$ cat src/acc_pkg.sv
// constants and carrier types for the comparator channel control logic
package acc_pkg;
    // register offsets
    localparam logic [7:0] ACC_CTRL_OFS = 8'h04;
    localparam logic [7:0] ACC_STAT_OFS = 8'h08;
    localparam logic [7:0] ACC_MASK_OFS = 8'h0C;
    // control register layout
    localparam int ACC_CTRL_W = 19;
    localparam logic [ACC_CTRL_W-1:0] ACC_CTRL_RST = 19'h0_0000;
    localparam int ACC_EN_BIT = 0;
    localparam int ACC_IE_BIT = 1;
    localparam int ACC_HYS_BIT = 2;
    localparam int ACC_INV_BIT = 3;
    localparam int ACC_NEG_LSB = 4;
    localparam int ACC_POS_LSB = 6;
    localparam int ACC_POL_LSB = 8;
    localparam int ACC_PIN_OUTPUT_SOURCE_SELECT_BIT = 12;
    localparam int ACC_FILT_LSB = 13;
    localparam int ACC_WAKE_BIT = 16;
    localparam int ACC_WLAT_BIT = 17;
    localparam int ACC_WMODE_BIT = 18;
    // status register layout
    localparam int ACC_FLAG_W = 2;
    localparam logic [ACC_FLAG_W-1:0] ACC_FLAG_RST = 2'h0;
    localparam int ACC_ST_EDGE_BIT = 0;
    localparam int ACC_ST_WAKE_BIT = 1;
    localparam int ACC_ST_OUT_BIT = 4;
    localparam int ACC_ST_STAT_BIT = 12;
    // edge polarity codes
    localparam logic [1:0] ACC_POL_BOTH = 2'h0;
    localparam logic [1:0] ACC_POL_RISE = 2'h1;
    localparam logic [1:0] ACC_POL_FALL = 2'h2;
    // filter
    localparam logic [2:0] ACC_FILT_OFF = 3'h0;
    localparam int ACC_CNT_W = 7;
    localparam int ACC_SYNC_N = 3;

    // register port request
    typedef struct packed {
        logic [7:0] addr;
        logic [31:0] wdata;
        logic wr;
        logic rd;
    } acc_bus_s;

    // controls toward the analog core
    typedef struct packed {
        logic enable;
        logic [1:0] pos_sel;
        logic [1:0] neg_sel;
        logic hyst;
        logic window_mode;
        logic window_latch;
    } acc_ana_s;

    // whole state of the channel
    typedef struct packed {
        logic [ACC_CTRL_W-1:0] ctrl;
        logic [ACC_FLAG_W-1:0] flags;
        logic [ACC_FLAG_W-1:0] mask;
        logic [ACC_SYNC_N-1:0] sync;
        logic stable;
        logic filt;
        logic prev;
        logic [ACC_CNT_W-1:0] cnt;
        logic [31:0] rdata;
        logic pin;
    } acc_state_s;
endpackage : acc_pkg

$ cat src/acc_control.sv
// control and digital post-processing of one analog comparator channel
// Functional notes
// - channel runs only while control bit 0 is set
// - control bit 18 selects window compare mode
// - control bit 17 enables the window latch
// - wake-up from power-down allowed only while bit 16 set
// - bits 15:13 filter: 000 bypass, 001..101 need 1..16 equal samples
// - filter codes 110 and 111 need 32 and 64 equal samples
// - bit 12 picks pin source: 0 unfiltered, 1 filtered
// - bits 9:8 pick edges: both, rising, falling; 11 detects nothing
// - a selected edge sets the interrupt flag
// - bits 7:6 route one of four positive input pins
// - bits 5:4 pick negative input: pin, reference, band-gap, ground
// - bit 3 inverts the comparator output
// - bit 2 requests hysteresis from the analog core
// - interrupt request raised only while bit 1 set
// - interrupt enable plus wake enable also arms the wake-up interrupt
// - control register resets to zero; bits 31:19 reserved
// - flag sticks until software writes one to it
// - result synchronised; status and output bits cleared while disabled
`timescale 1ns/1ps
module acc_control
    import acc_pkg::*;
(
    // clock and reset
    input wire logic i_clock,
    input wire logic i_rst,
    // register port
    input wire acc_bus_s i_bus,
    output logic [31:0] o_rdata,
    // analog core
    input wire logic i_cmp_raw,
    output acc_ana_s o_ana,
    // pin and system outputs
    output logic o_cmp_out_pin,
    output logic o_irq,
    output logic o_wake_req
);

    acc_state_s st_reg;
    acc_state_s st_next;

    logic chan_en;
    logic cmp_val;
    logic [2:0] filt_sel;
    logic [ACC_CNT_W-1:0] filt_len;
    logic [ACC_CNT_W-1:0] cnt_inc;
    logic [1:0] pol_sel;
    logic edge_rise;
    logic edge_fall;
    logic edge_hit;
    logic [ACC_FLAG_W-1:0] flag_set;
    logic [ACC_FLAG_W-1:0] flag_clr;

    // filter length per code
    function automatic logic [ACC_CNT_W-1:0] len_of(input logic [2:0] sel);
        logic [ACC_CNT_W-1:0] len;
        len = 7'h01;
        case (sel)
            3'h1: len = 7'h01;
            3'h2: len = 7'h02;
            3'h3: len = 7'h04;
            3'h4: len = 7'h08;
            3'h5: len = 7'h10;
            3'h6: len = 7'h20;
            3'h7: len = 7'h40;
            default: len = 7'h01;
        endcase
        return len;
    endfunction : len_of

    always_comb begin
        st_next = st_reg;
        chan_en = st_reg.ctrl[ACC_EN_BIT];
        filt_sel = st_reg.ctrl[ACC_FILT_LSB +: 3];
        filt_len = len_of(filt_sel);
        cnt_inc = st_reg.cnt + 7'h01;
        pol_sel = st_reg.ctrl[ACC_POL_LSB +: 2];

        // three-stage synchroniser; change taken once stages two and three agree
        st_next.sync = {st_reg.sync[1:0], i_cmp_raw};
        if (st_reg.sync[1] == st_reg.sync[2]) begin
            st_next.stable = st_reg.sync[2];
        end
        cmp_val = st_reg.stable ^ st_reg.ctrl[ACC_INV_BIT];

        // output filter
        if (filt_sel == ACC_FILT_OFF) begin
            st_next.filt = cmp_val;
            st_next.cnt = '0;
        end else if (cmp_val == st_reg.filt) begin
            st_next.cnt = '0;
        end else if (cnt_inc >= filt_len) begin
            st_next.filt = cmp_val;
            st_next.cnt = '0;
        end else begin
            st_next.cnt = cnt_inc;
        end

        // pin source
        if (st_reg.ctrl[ACC_PIN_OUTPUT_SOURCE_SELECT_BIT]) begin
            st_next.pin = st_reg.filt;
        end else begin
            st_next.pin = cmp_val;
        end

        // edge detection on consecutive samples
        st_next.prev = st_reg.filt;
        edge_rise = st_reg.filt & ~st_reg.prev;
        edge_fall = ~st_reg.filt & st_reg.prev;
        case (pol_sel)
            ACC_POL_BOTH: edge_hit = edge_rise | edge_fall;
            ACC_POL_RISE: edge_hit = edge_rise;
            ACC_POL_FALL: edge_hit = edge_fall;
            default: edge_hit = 1'b0;
        endcase
        edge_hit = edge_hit & chan_en;

        // sticky flags, set wins over clear
        flag_set = '0;
        flag_set[ACC_ST_EDGE_BIT] = edge_hit;
        flag_set[ACC_ST_WAKE_BIT] = edge_hit & st_reg.ctrl[ACC_IE_BIT]
            & st_reg.ctrl[ACC_WAKE_BIT];
        flag_clr = '0;
        if (i_bus.wr && i_bus.addr == ACC_STAT_OFS) begin
            flag_clr[ACC_ST_EDGE_BIT] = i_bus.wdata[ACC_ST_EDGE_BIT];
            flag_clr[ACC_ST_WAKE_BIT] = i_bus.wdata[ACC_ST_WAKE_BIT];
        end
        st_next.flags = (st_reg.flags & ~flag_clr) | flag_set;

        // register writes
        if (i_bus.wr && i_bus.addr == ACC_CTRL_OFS) begin
            st_next.ctrl = i_bus.wdata[ACC_CTRL_W-1:0];
            st_next.cnt = '0; // new filter length restarts the count
        end
        if (i_bus.wr && i_bus.addr == ACC_MASK_OFS) begin
            st_next.mask = i_bus.wdata[ACC_FLAG_W-1:0];
        end

        // register reads, data one cycle later
        st_next.rdata = '0;
        if (i_bus.rd) begin
            case (i_bus.addr)
                ACC_CTRL_OFS: begin
                    st_next.rdata[ACC_CTRL_W-1:0] = st_reg.ctrl;
                end
                ACC_STAT_OFS: begin
                    st_next.rdata[ACC_FLAG_W-1:0] = st_reg.flags;
                    st_next.rdata[ACC_ST_OUT_BIT] = st_reg.filt & chan_en;
                    st_next.rdata[ACC_ST_STAT_BIT] = cmp_val & chan_en;
                end
                ACC_MASK_OFS: begin
                    st_next.rdata[ACC_FLAG_W-1:0] = st_reg.mask;
                end
                default: begin
                    st_next.rdata = '0;
                end
            endcase
        end

        // disabled channel holds its datapath cleared
        if (!chan_en) begin
            st_next.stable = 1'b0;
            st_next.filt = 1'b0;
            st_next.prev = 1'b0;
            st_next.cnt = '0;
            st_next.pin = 1'b0;
        end
    end

    always_ff @(posedge i_clock) begin
        if (i_rst) begin
            st_reg.ctrl <= ACC_CTRL_RST;
            st_reg.flags <= ACC_FLAG_RST;
            st_reg.mask <= ACC_FLAG_RST;
            st_reg.sync <= '0;
            st_reg.stable <= 1'b0;
            st_reg.filt <= 1'b0;
            st_reg.prev <= 1'b0;
            st_reg.cnt <= '0;
            st_reg.rdata <= '0;
            st_reg.pin <= 1'b0;
        end else begin
            st_reg <= st_next;
        end
    end

    // analog core controls
    assign o_ana.enable = st_reg.ctrl[ACC_EN_BIT];
    assign o_ana.pos_sel = st_reg.ctrl[ACC_POS_LSB +: 2];
    assign o_ana.neg_sel = st_reg.ctrl[ACC_NEG_LSB +: 2];
    assign o_ana.hyst = st_reg.ctrl[ACC_HYS_BIT];
    assign o_ana.window_mode = st_reg.ctrl[ACC_WMODE_BIT];
    assign o_ana.window_latch = st_reg.ctrl[ACC_WLAT_BIT];

    assign o_rdata = st_reg.rdata;
    assign o_cmp_out_pin = st_reg.pin;
    // level interrupt from unmasked sticky flags
    assign o_irq = st_reg.ctrl[ACC_IE_BIT] & (|(st_reg.flags & st_reg.mask));
    assign o_wake_req = st_reg.flags[ACC_ST_WAKE_BIT] & st_reg.ctrl[ACC_WAKE_BIT];

    logic [ACC_CNT_W-1:0] len_m1;
    assign len_m1 = filt_len - 7'h01;
    logic ctrl_wr;
    assign ctrl_wr = i_bus.wr && (i_bus.addr == ACC_CTRL_OFS);
endmodule : acc_control

$ cat config.mk
export PLATFORM = sky130hd
export DESIGN_NAME = acc_control
export DESIGN_NICKNAME = d
export VERILOG_FILES = /design/src/acc_pkg.sv /design/src/acc_control.sv
export SDC_FILE = /design/constraint.sdc
export NUM_CORES = 1
export LEC_CHECK = 0
export ABC_CLOCK_PERIOD_IN_PS = 2950
export BUFFER_PORTS_ARGS = -buffer_cell sky130_fd_sc_hd__buf_2
export CORE_MARGIN = 3
export CORE_UTILIZATION = 45
export CTS_CLUSTER_DIAMETER = 120
export DETAILED_ROUTE_END_ITERATION = 10
export GPL_TIMING_DRIVEN = 0
export PLACE_DENSITY_LB_ADDON = 0.15
export SETUP_SLACK_MARGIN = 0.1
export SYNTH_ARGS = -nofsm -noshare
export SYNTH_HDL_FRONTEND = slang
export SYNTH_SLANG_ARGS = --single-unit
$ cat constraint.sdc
create_clock -name i_clock -period 2.95 [get_ports i_clock]
set_input_delay 0.59 -clock i_clock [delete_from_list [all_inputs] [get_ports i_clock]]
set_output_delay 0.59 -clock i_clock [all_outputs]
set_load 0.005 [all_outputs]
==> results.json, run 1 <==
{
  "status": "finished clean",
  "clock-sinks": 56,
  "antenna_found_initial": 0,
  "synth_edf_count": 0,
  "route.detailed.drc": 0,
  "rrSetupSlack_ns": 0.42,
  "max_freq_mhz": 395,
  "grt_setup_unrepaired": "no",
  "firstDrtPassIters": 4,
  "rows": 27,
  "grt_pass1_wl_mm": 7.91,
  "gp_congestion": 0.813,
  "finalHoldViolations": 0,
  "core_sq_um": 5610,
  "final_cell_mix": "buf_2, dfxtp_1, nand2_1",
  "grt_usage_pct": 15.2,
  "yosys_warnings": 0,
  "hold_slack_ns": 0.450,
  "drtIter0Drc": 134,
  "worstPathMaxFanout": 8,
  "worst_clock_skew_ns": 0.00640,
  "r2r-end": "st_reg[41]$_SDFFE_PP0P_",
  "root_buffer": "clkbuf_8",
  "final_util_pct": 56.5,
  "hp-class": "flop to flop",
  "cts_tree": "yes",
  "whs_path_depth": 1,
  "whs_endpoint": "st_next[45]$_SDFF_PP0_",
  "globalRouteOverflowTotal": 0,
  "dieWidth_um": 82.7,
  "ant_nets": 0,
  "worst_slew_pin_slew_ns": 0.506,
  "h-tree-depth": 2,
  "cts_buffers": 5,
  "place_ws_ns": 0.419,
  "ctsHoldBuffers": 0,
  "antenna_cells": 0,
  "syn_avg_cell_area_sq_um": 9.35,
  "fin_setup_tns_ns": 0,
  "io-pin-count": 88,
  "p_leak_uw": 0.00143,
  "ctsResizeCount": 0,
  "die_area_sq_um": 6830,
  "cts_setup_buffers": 0,
  "worst_ep_arrival_time_ns": 2.73,
  "required_ns": 3.15,
  "reg2regPathDepth": 9,
  "routedWlPerCell_um": 11.4,
  "vias_per_cell": 4.57,
  "numPortBuffers": 60,
  "dpl.hpwl_mm": 3.82,
  "nets": 417,
  "maxSlewViolCount": 0,
  "fin_crit_ns": 2.53,
  "drive_gt1_share_pct": 38.8,
  "slew_headroom_pct": 66.2,
  "area_delta_synth_final_pct": 19.8,
  "yosysSeqAreaShare_pct": 42.4,
  "synth_seq_cells": 56,
  "syn_area_sq_um": 2650,
  "path_class": "flop to flop",
  "synthArstFlopShare_pct": 0,
  "grt_pass1_vias": 1745,
  "setup_viol": 0,
  "synthFlopType": "dfxtp_1",
  "layout_commonest_cell": "buf_2",
  "clock_latency_ns": 0.31,
  "power.density_nw_per_um2": 389,
  "wl_mm": 4.95,
  "clockBufferDepth": 2,
  "grt_max_degree": 18,
  "start_util_pct": 47.2,
  "max-vdd-ir-drop_mv": 0.168,
  "num_vias": 1986,
  "clk_pin_slew_ns": 0.09,
  "largest_reg_flops": 21,
  "period_share_pct": 85.7,
  "syn_inst": 283,
  "timing.final.ws_setup_ns": 0.421,
  "ys_types": 45,
  "startpoint_type": "flop",
  "die_y_um": 82.7,
  "r2r_start": "st_reg[33]$_SDFF_PP0_",
  "worstHoldStart": "st_next[44]$_SDFF_PP0_",
  "cap_violations": 0,
  "crit_path_end_kind": "flop"
}
layer usage:
layer / vias up / GRT usage [%] / share of wire (%)
li1: 1048 / - / -
met1: 878 / 19.6 / 44
met2: 54 / 24.6 / 48
met3: 6 / 3.90 / 7.0
met4: 0 / 5.23 / 1.3
met5: - / 0 / 0
worst max path at each step:
stage                               to                  start  depth (start not counted)
2_1_floorplan  st_reg[41]$_SDFFE_PP0P_  st_reg[33]$_SDFF_PP0_                          9
3_3_place_gp   st_reg[41]$_SDFFE_PP0P_  st_reg[33]$_SDFF_PP0_                          9
3_5_place_dp   st_reg[41]$_SDFFE_PP0P_  st_reg[33]$_SDFF_PP0_                          9
4_1_cts        st_reg[41]$_SDFFE_PP0P_  st_reg[33]$_SDFF_PP0_                          9
5_1_grt        st_reg[41]$_SDFFE_PP0P_  st_reg[33]$_SDFF_PP0_                          9
6_report       st_reg[41]$_SDFFE_PP0P_  st_reg[33]$_SDFF_PP0_                          9
area by class of cell:
cell class	count	area, sq um
Buffer	51	375
Inverter	3	11.3
Timing Repair Buffer	60	300
Multi-Input combinational cell	185	1180
Sequential cell	56	1120
Fill cell	537	2440
Clock buffer	6	72.6
Clock inverter	2	16.3
Tap cell	72	90.1
power by group:
part	internal (uW)	switching, uW	total (uW)
Clock	169	244	414
Sequential	757	0.835	758
Combinational	31.9	29.3	61.3
Total	959	275	1230
Yosys cell counts, types with 2 or more instances:
cell type | n | share of area, %
dfxtp_1 | 56 | 42
nand2_1 | 44 | 6.2
buf_4 | 40 | 11
a21oi_1 | 23 | 4.4
and2_2 | 13 | 3.7
nor2_1 | 13 | 1.8
ha_1 | 10 | 4.7
clkbuf_1 | 7 | 0.99
nor2b_1 | 6 | 1.4
nand3_1 | 5 | 0.95
nor3b_2 | 5 | 2.4
o21ai_0 | 5 | 0.95
xnor2_1 | 4 | 1.3
a22oi_1 | 3 | 0.85
and2_1 | 3 | 0.71
buf_6 | 3 | 1.3
inv_1 | 3 | 0.43
mux2_2 | 3 | 1.3
nand3b_1 | 3 | 0.85
nor3_1 | 3 | 0.57
a211oi_1 | 2 | 0.57
a32oi_1 | 2 | 0.66
and3_1 | 2 | 0.47
mux2i_1 | 2 | 0.76
nand2b_1 | 2 | 0.47
xor2_1 | 2 | 0.66
critical path, stage by stage, from the launching register on:
cell	delay [ns]
dfxtp_1	0.42
ha_1	0.21
nand3_1	0.13
nor2_1	0.15
xor2_1	0.10
ha_1	0.29
and4_1	0.18
o21ai_0	0.09
o211ai_2	0.46
mux2_2	0.39
through the flow:
step	cells	area [sq um]	power [uW]
finish	435	3170	1230
global route	435	3170	1290
CTS	435	3170	1240
detailed placement	427	3080	837
global placement	427	3080	837
floorplan	295	2690	807
logic make-up (layout without fill, tap and decap cells):
family / Yosys count / in the layout / synth area share, %
AOI/OAI and AO/OA: 39 / 39 / 8.80
xor gates and xnor gates: 7 / 7 / 2.60
adders and majority gates: 10 / 10 / 4.73
buffers and inverters: 54 / 122 / 14.6
DFF: 56 / 56 / 42.4
muxes: 5 / 5 / 2.03
other: 1 / 13 / 0.142
and+or+nand+nor: 111 / 111 / 24.7
No activity file was read; power rests on OpenSTA's default activity.
==> run 2: changes to the inputs <==
--- a/config.mk
+++ b/config.mk
@@ -5,6 +5,7 @@
 export SDC_FILE = /design/constraint.sdc
 export NUM_CORES = 1
 export LEC_CHECK = 0
+export ABC_AREA = 1
 export ABC_CLOCK_PERIOD_IN_PS = 2950
 export BUFFER_PORTS_ARGS = -buffer_cell sky130_fd_sc_hd__buf_2
 export CORE_MARGIN = 3
==> run 2 against run 1 <==
- largest cell class is now registers
- highest routed layer unchanged
- synthesized cell count up 29%
- first-iteration DRC count decreased by 29%
- global-route usage increased by 0.78 points
- largest power group unchanged
==> results.json, run 2 <==
{
  "status": "finished clean",
  "grt_pass1_vias": 2191,
  "slowest_stage": "dfxtp_1",
  "synth_area_leaders": "dfxtp_1, nor2_1, buf_4, nand2_1, inv_1",
  "cp_slowest_stage_delay_ns": 0.47,
  "worst_ep_arrival_time_ns": 2.46,
  "ys_types": 27,
  "clock_latency_ns": 0.31,
  "cts_setup_buffers": 0,
  "syn_area_sq_um": 2710,
  "root_buffer": "clkbuf_8",
  "area_delta_synth_final_pct": 19.8,
  "p_leak_uw": 0.00160,
  "cap_violations": 0,
  "power.density_nw_per_um2": 391,
  "synthArstFlopShare_pct": 0,
  "globalRouteOverflowTotal": 0,
  "die_area_sq_um": 6980,
  "dp.cells": 511,
  "synth_edf_count": 0,
  "nets": 501,
  "num_vias": 2284,
  "worst_clock_skew_ns": 0.00611,
  "routedWlPerCell_um": 10.3,
  "clk_pin_slew_ns": 0.10,
  "clock-sinks": 56,
  "worstPathMaxFanout": 9,
  "rows": 27,
  "antenna_found_initial": 0,
  "io-pin-count": 88,
  "numPortBuffers": 61,
  "syn_avg_cell_area_sq_um": 7.40,
  "core_sq_um": 5680,
  "gp_congestion": 0.841,
  "h-tree-depth": 2,
  "syn_inst": 366,
  "required_ns": 3.20,
  "path_class": "flop to flop",
  "crit_family": "simple AND/OR/NAND/NOR gates",
  "layout_commonest_cell": "nor2_1",
  "synth_seq_cells": 56,
  "largest_reg_flops": 21,
  "synthFlopType": "dfxtp_1",
  "crit_chain": "ha_1 > nand3_1 > nor2_1 > nor2_1 > nor2_1 > inv_1 > ha_1 > a21oi_1 > nand2_1 > nor2_1 > nand2_2 > nand2_1 > nand2_1 > nor2_1",
  "ctsResizeCount": 0,
  "die_y_um": 83.6,
  "period_share_pct": 74.9,
  "ant_nets": 0,
  "cp_num_buf_inv": 1,
  "max-vdd-ir-drop_mv": 0.240,
  "vias_per_cell": 4.40,
  "worst_path_most_repeated_cell": "nor2_1",
  "cts_tree": "yes",
  "yosys.area.top_type_share_pct": 41.4,
  "drtIter0Drc": 95,
  "route.detailed.drc": 0,
  "finalHoldViolations": 0,
  "yosysSeqAreaShare_pct": 41.4,
  "hold_slack_ns": 0.411,
  "fin_setup_tns_ns": 0,
  "yosys-top-cells-count": "nor2_1, dfxtp_1, nand2_1",
  "grt_usage_pct": 16.0,
  "clockBufferDepth": 2,
  "dpl.hpwl_mm": 4.14,
  "yosys_warnings": 0,
  "cts_buffers": 5,
  "final_cell_mix": "nor2_1, buf_2, dfxtp_1",
  "synth_most_common_cell": "nor2_1",
  "grt_pass1_wl_mm": 9.37,
  "drive_gt1_share_pct": 27.7,
  "dieWidth_um": 83.6,
  "setup_viol": 0,
  "grt_setup_unrepaired": "no",
  "grt_max_degree": 18,
  "startpoint_type": "flop",
  "wl_mm": 5.35,
  "firstDrtPassIters": 4,
  "finalNonFillerCells": 519,
  "max_freq_mhz": 453,
  "hp-class": "flop to flop",
  "ctsHoldBuffers": 0,
  "antenna_cells": 0,
  "fin_crit_ns": 2.21,
  "maxSlewViolCount": 0,
  "start_util_pct": 47.7,
  "crit_path_end_kind": "flop",
  "synth_top_cell_by_area": "dfxtp_1"
}
==> run 2: power by group <==
group / internal (uW) / total (uW) / switching, uW
logic: 33.9 / 69.6 / 35.7
registers: 758 / 759 / 1.08
clock network: 193 / 439 / 246
total: 984 / 1270 / 283
==> run 2: path summary, 6_finish.rpt <==
check	slack, ns	to	from	cells after the start
worst max-delay path	0.74	st_reg[41]$_SDFFE_PP0P_	st_reg[33]$_SDFF_PP0_	14
worst min-delay path	0.41	st_next[45]$_SDFF_PP0_	st_next[44]$_SDFF_PP0_	2
worst max register to register	0.74	st_reg[41]$_SDFFE_PP0P_	st_reg[33]$_SDFF_PP0_	14
worst min register to register	0.41	st_next[45]$_SDFF_PP0_	st_next[44]$_SDFF_PP0_	2
==> run 2: worst reg2reg max path, cell delays in order, from the launching register on <==
cell and delay [ns]:
dfxtp_1 0.47, ha_1 0.23, nand3_1 0.15, nor2_1 0.12, nor2_1 0.04, nor2_1 0.12
inv_1 0.06, ha_1 0.30, a21oi_1 0.13, nand2_1 0.07, nor2_1 0.11, nand2_2 0.14
nand2_1 0.09, nand2_1 0.05, nor2_1 0.08
==> run 2: logic make-up (layout without fill, tap and decap cells) <==
group / Yosys count / after routing / synth area share [%]
AO/OA/AOI/OAI: 33 / 33 / 6.28
XOR/XNOR: 3 / 3 / 0.971
flip-flops: 56 / 56 / 41.4
buffers and inverters: 94 / 163 / 19.6
AND/OR/NAND/NOR: 169 / 169 / 27.0
adder cells (fa/ha/maj): 10 / 10 / 4.62
other: 1 / 13 / 0.138
==> run 2: metal layers <==
layer  share of wire, %  GRT usage, %
met1                 48          20.3
met5                  0             0
met3                5.7          3.06
met2                 46          27.4
met4               0.95          4.53
==> run 2: metrics by stage <==
step / worst slack, ns / power [uW] / cell area (sq um) / utilization [%]
2_1_floorplan: 1.04 / 813 / 2750 / -
3_3_place_gp: 0.820 / 845 / 3150 / 55.5
3_5_place_dp: 0.761 / 845 / 3150 / 55.5
4_1_cts: 0.732 / 1280 / 3240 / 57.2
5_1_grt: 0.454 / 1320 / 3240 / 57.2
6_report: 0.740 / 1270 / 3240 / 57.2
==> run 2: area by class of cell <==
type | instances | area, sq um
fill | 600 | 2430
sequential | 56 | 1120
multi-input combinational | 228 | 1100
buffer | 45 | 345
timing repair buffer | 61 | 305
inverter | 49 | 185
tap | 72 | 90.1
clock buffer | 6 | 82.6
clock inverter | 2 | 13.8
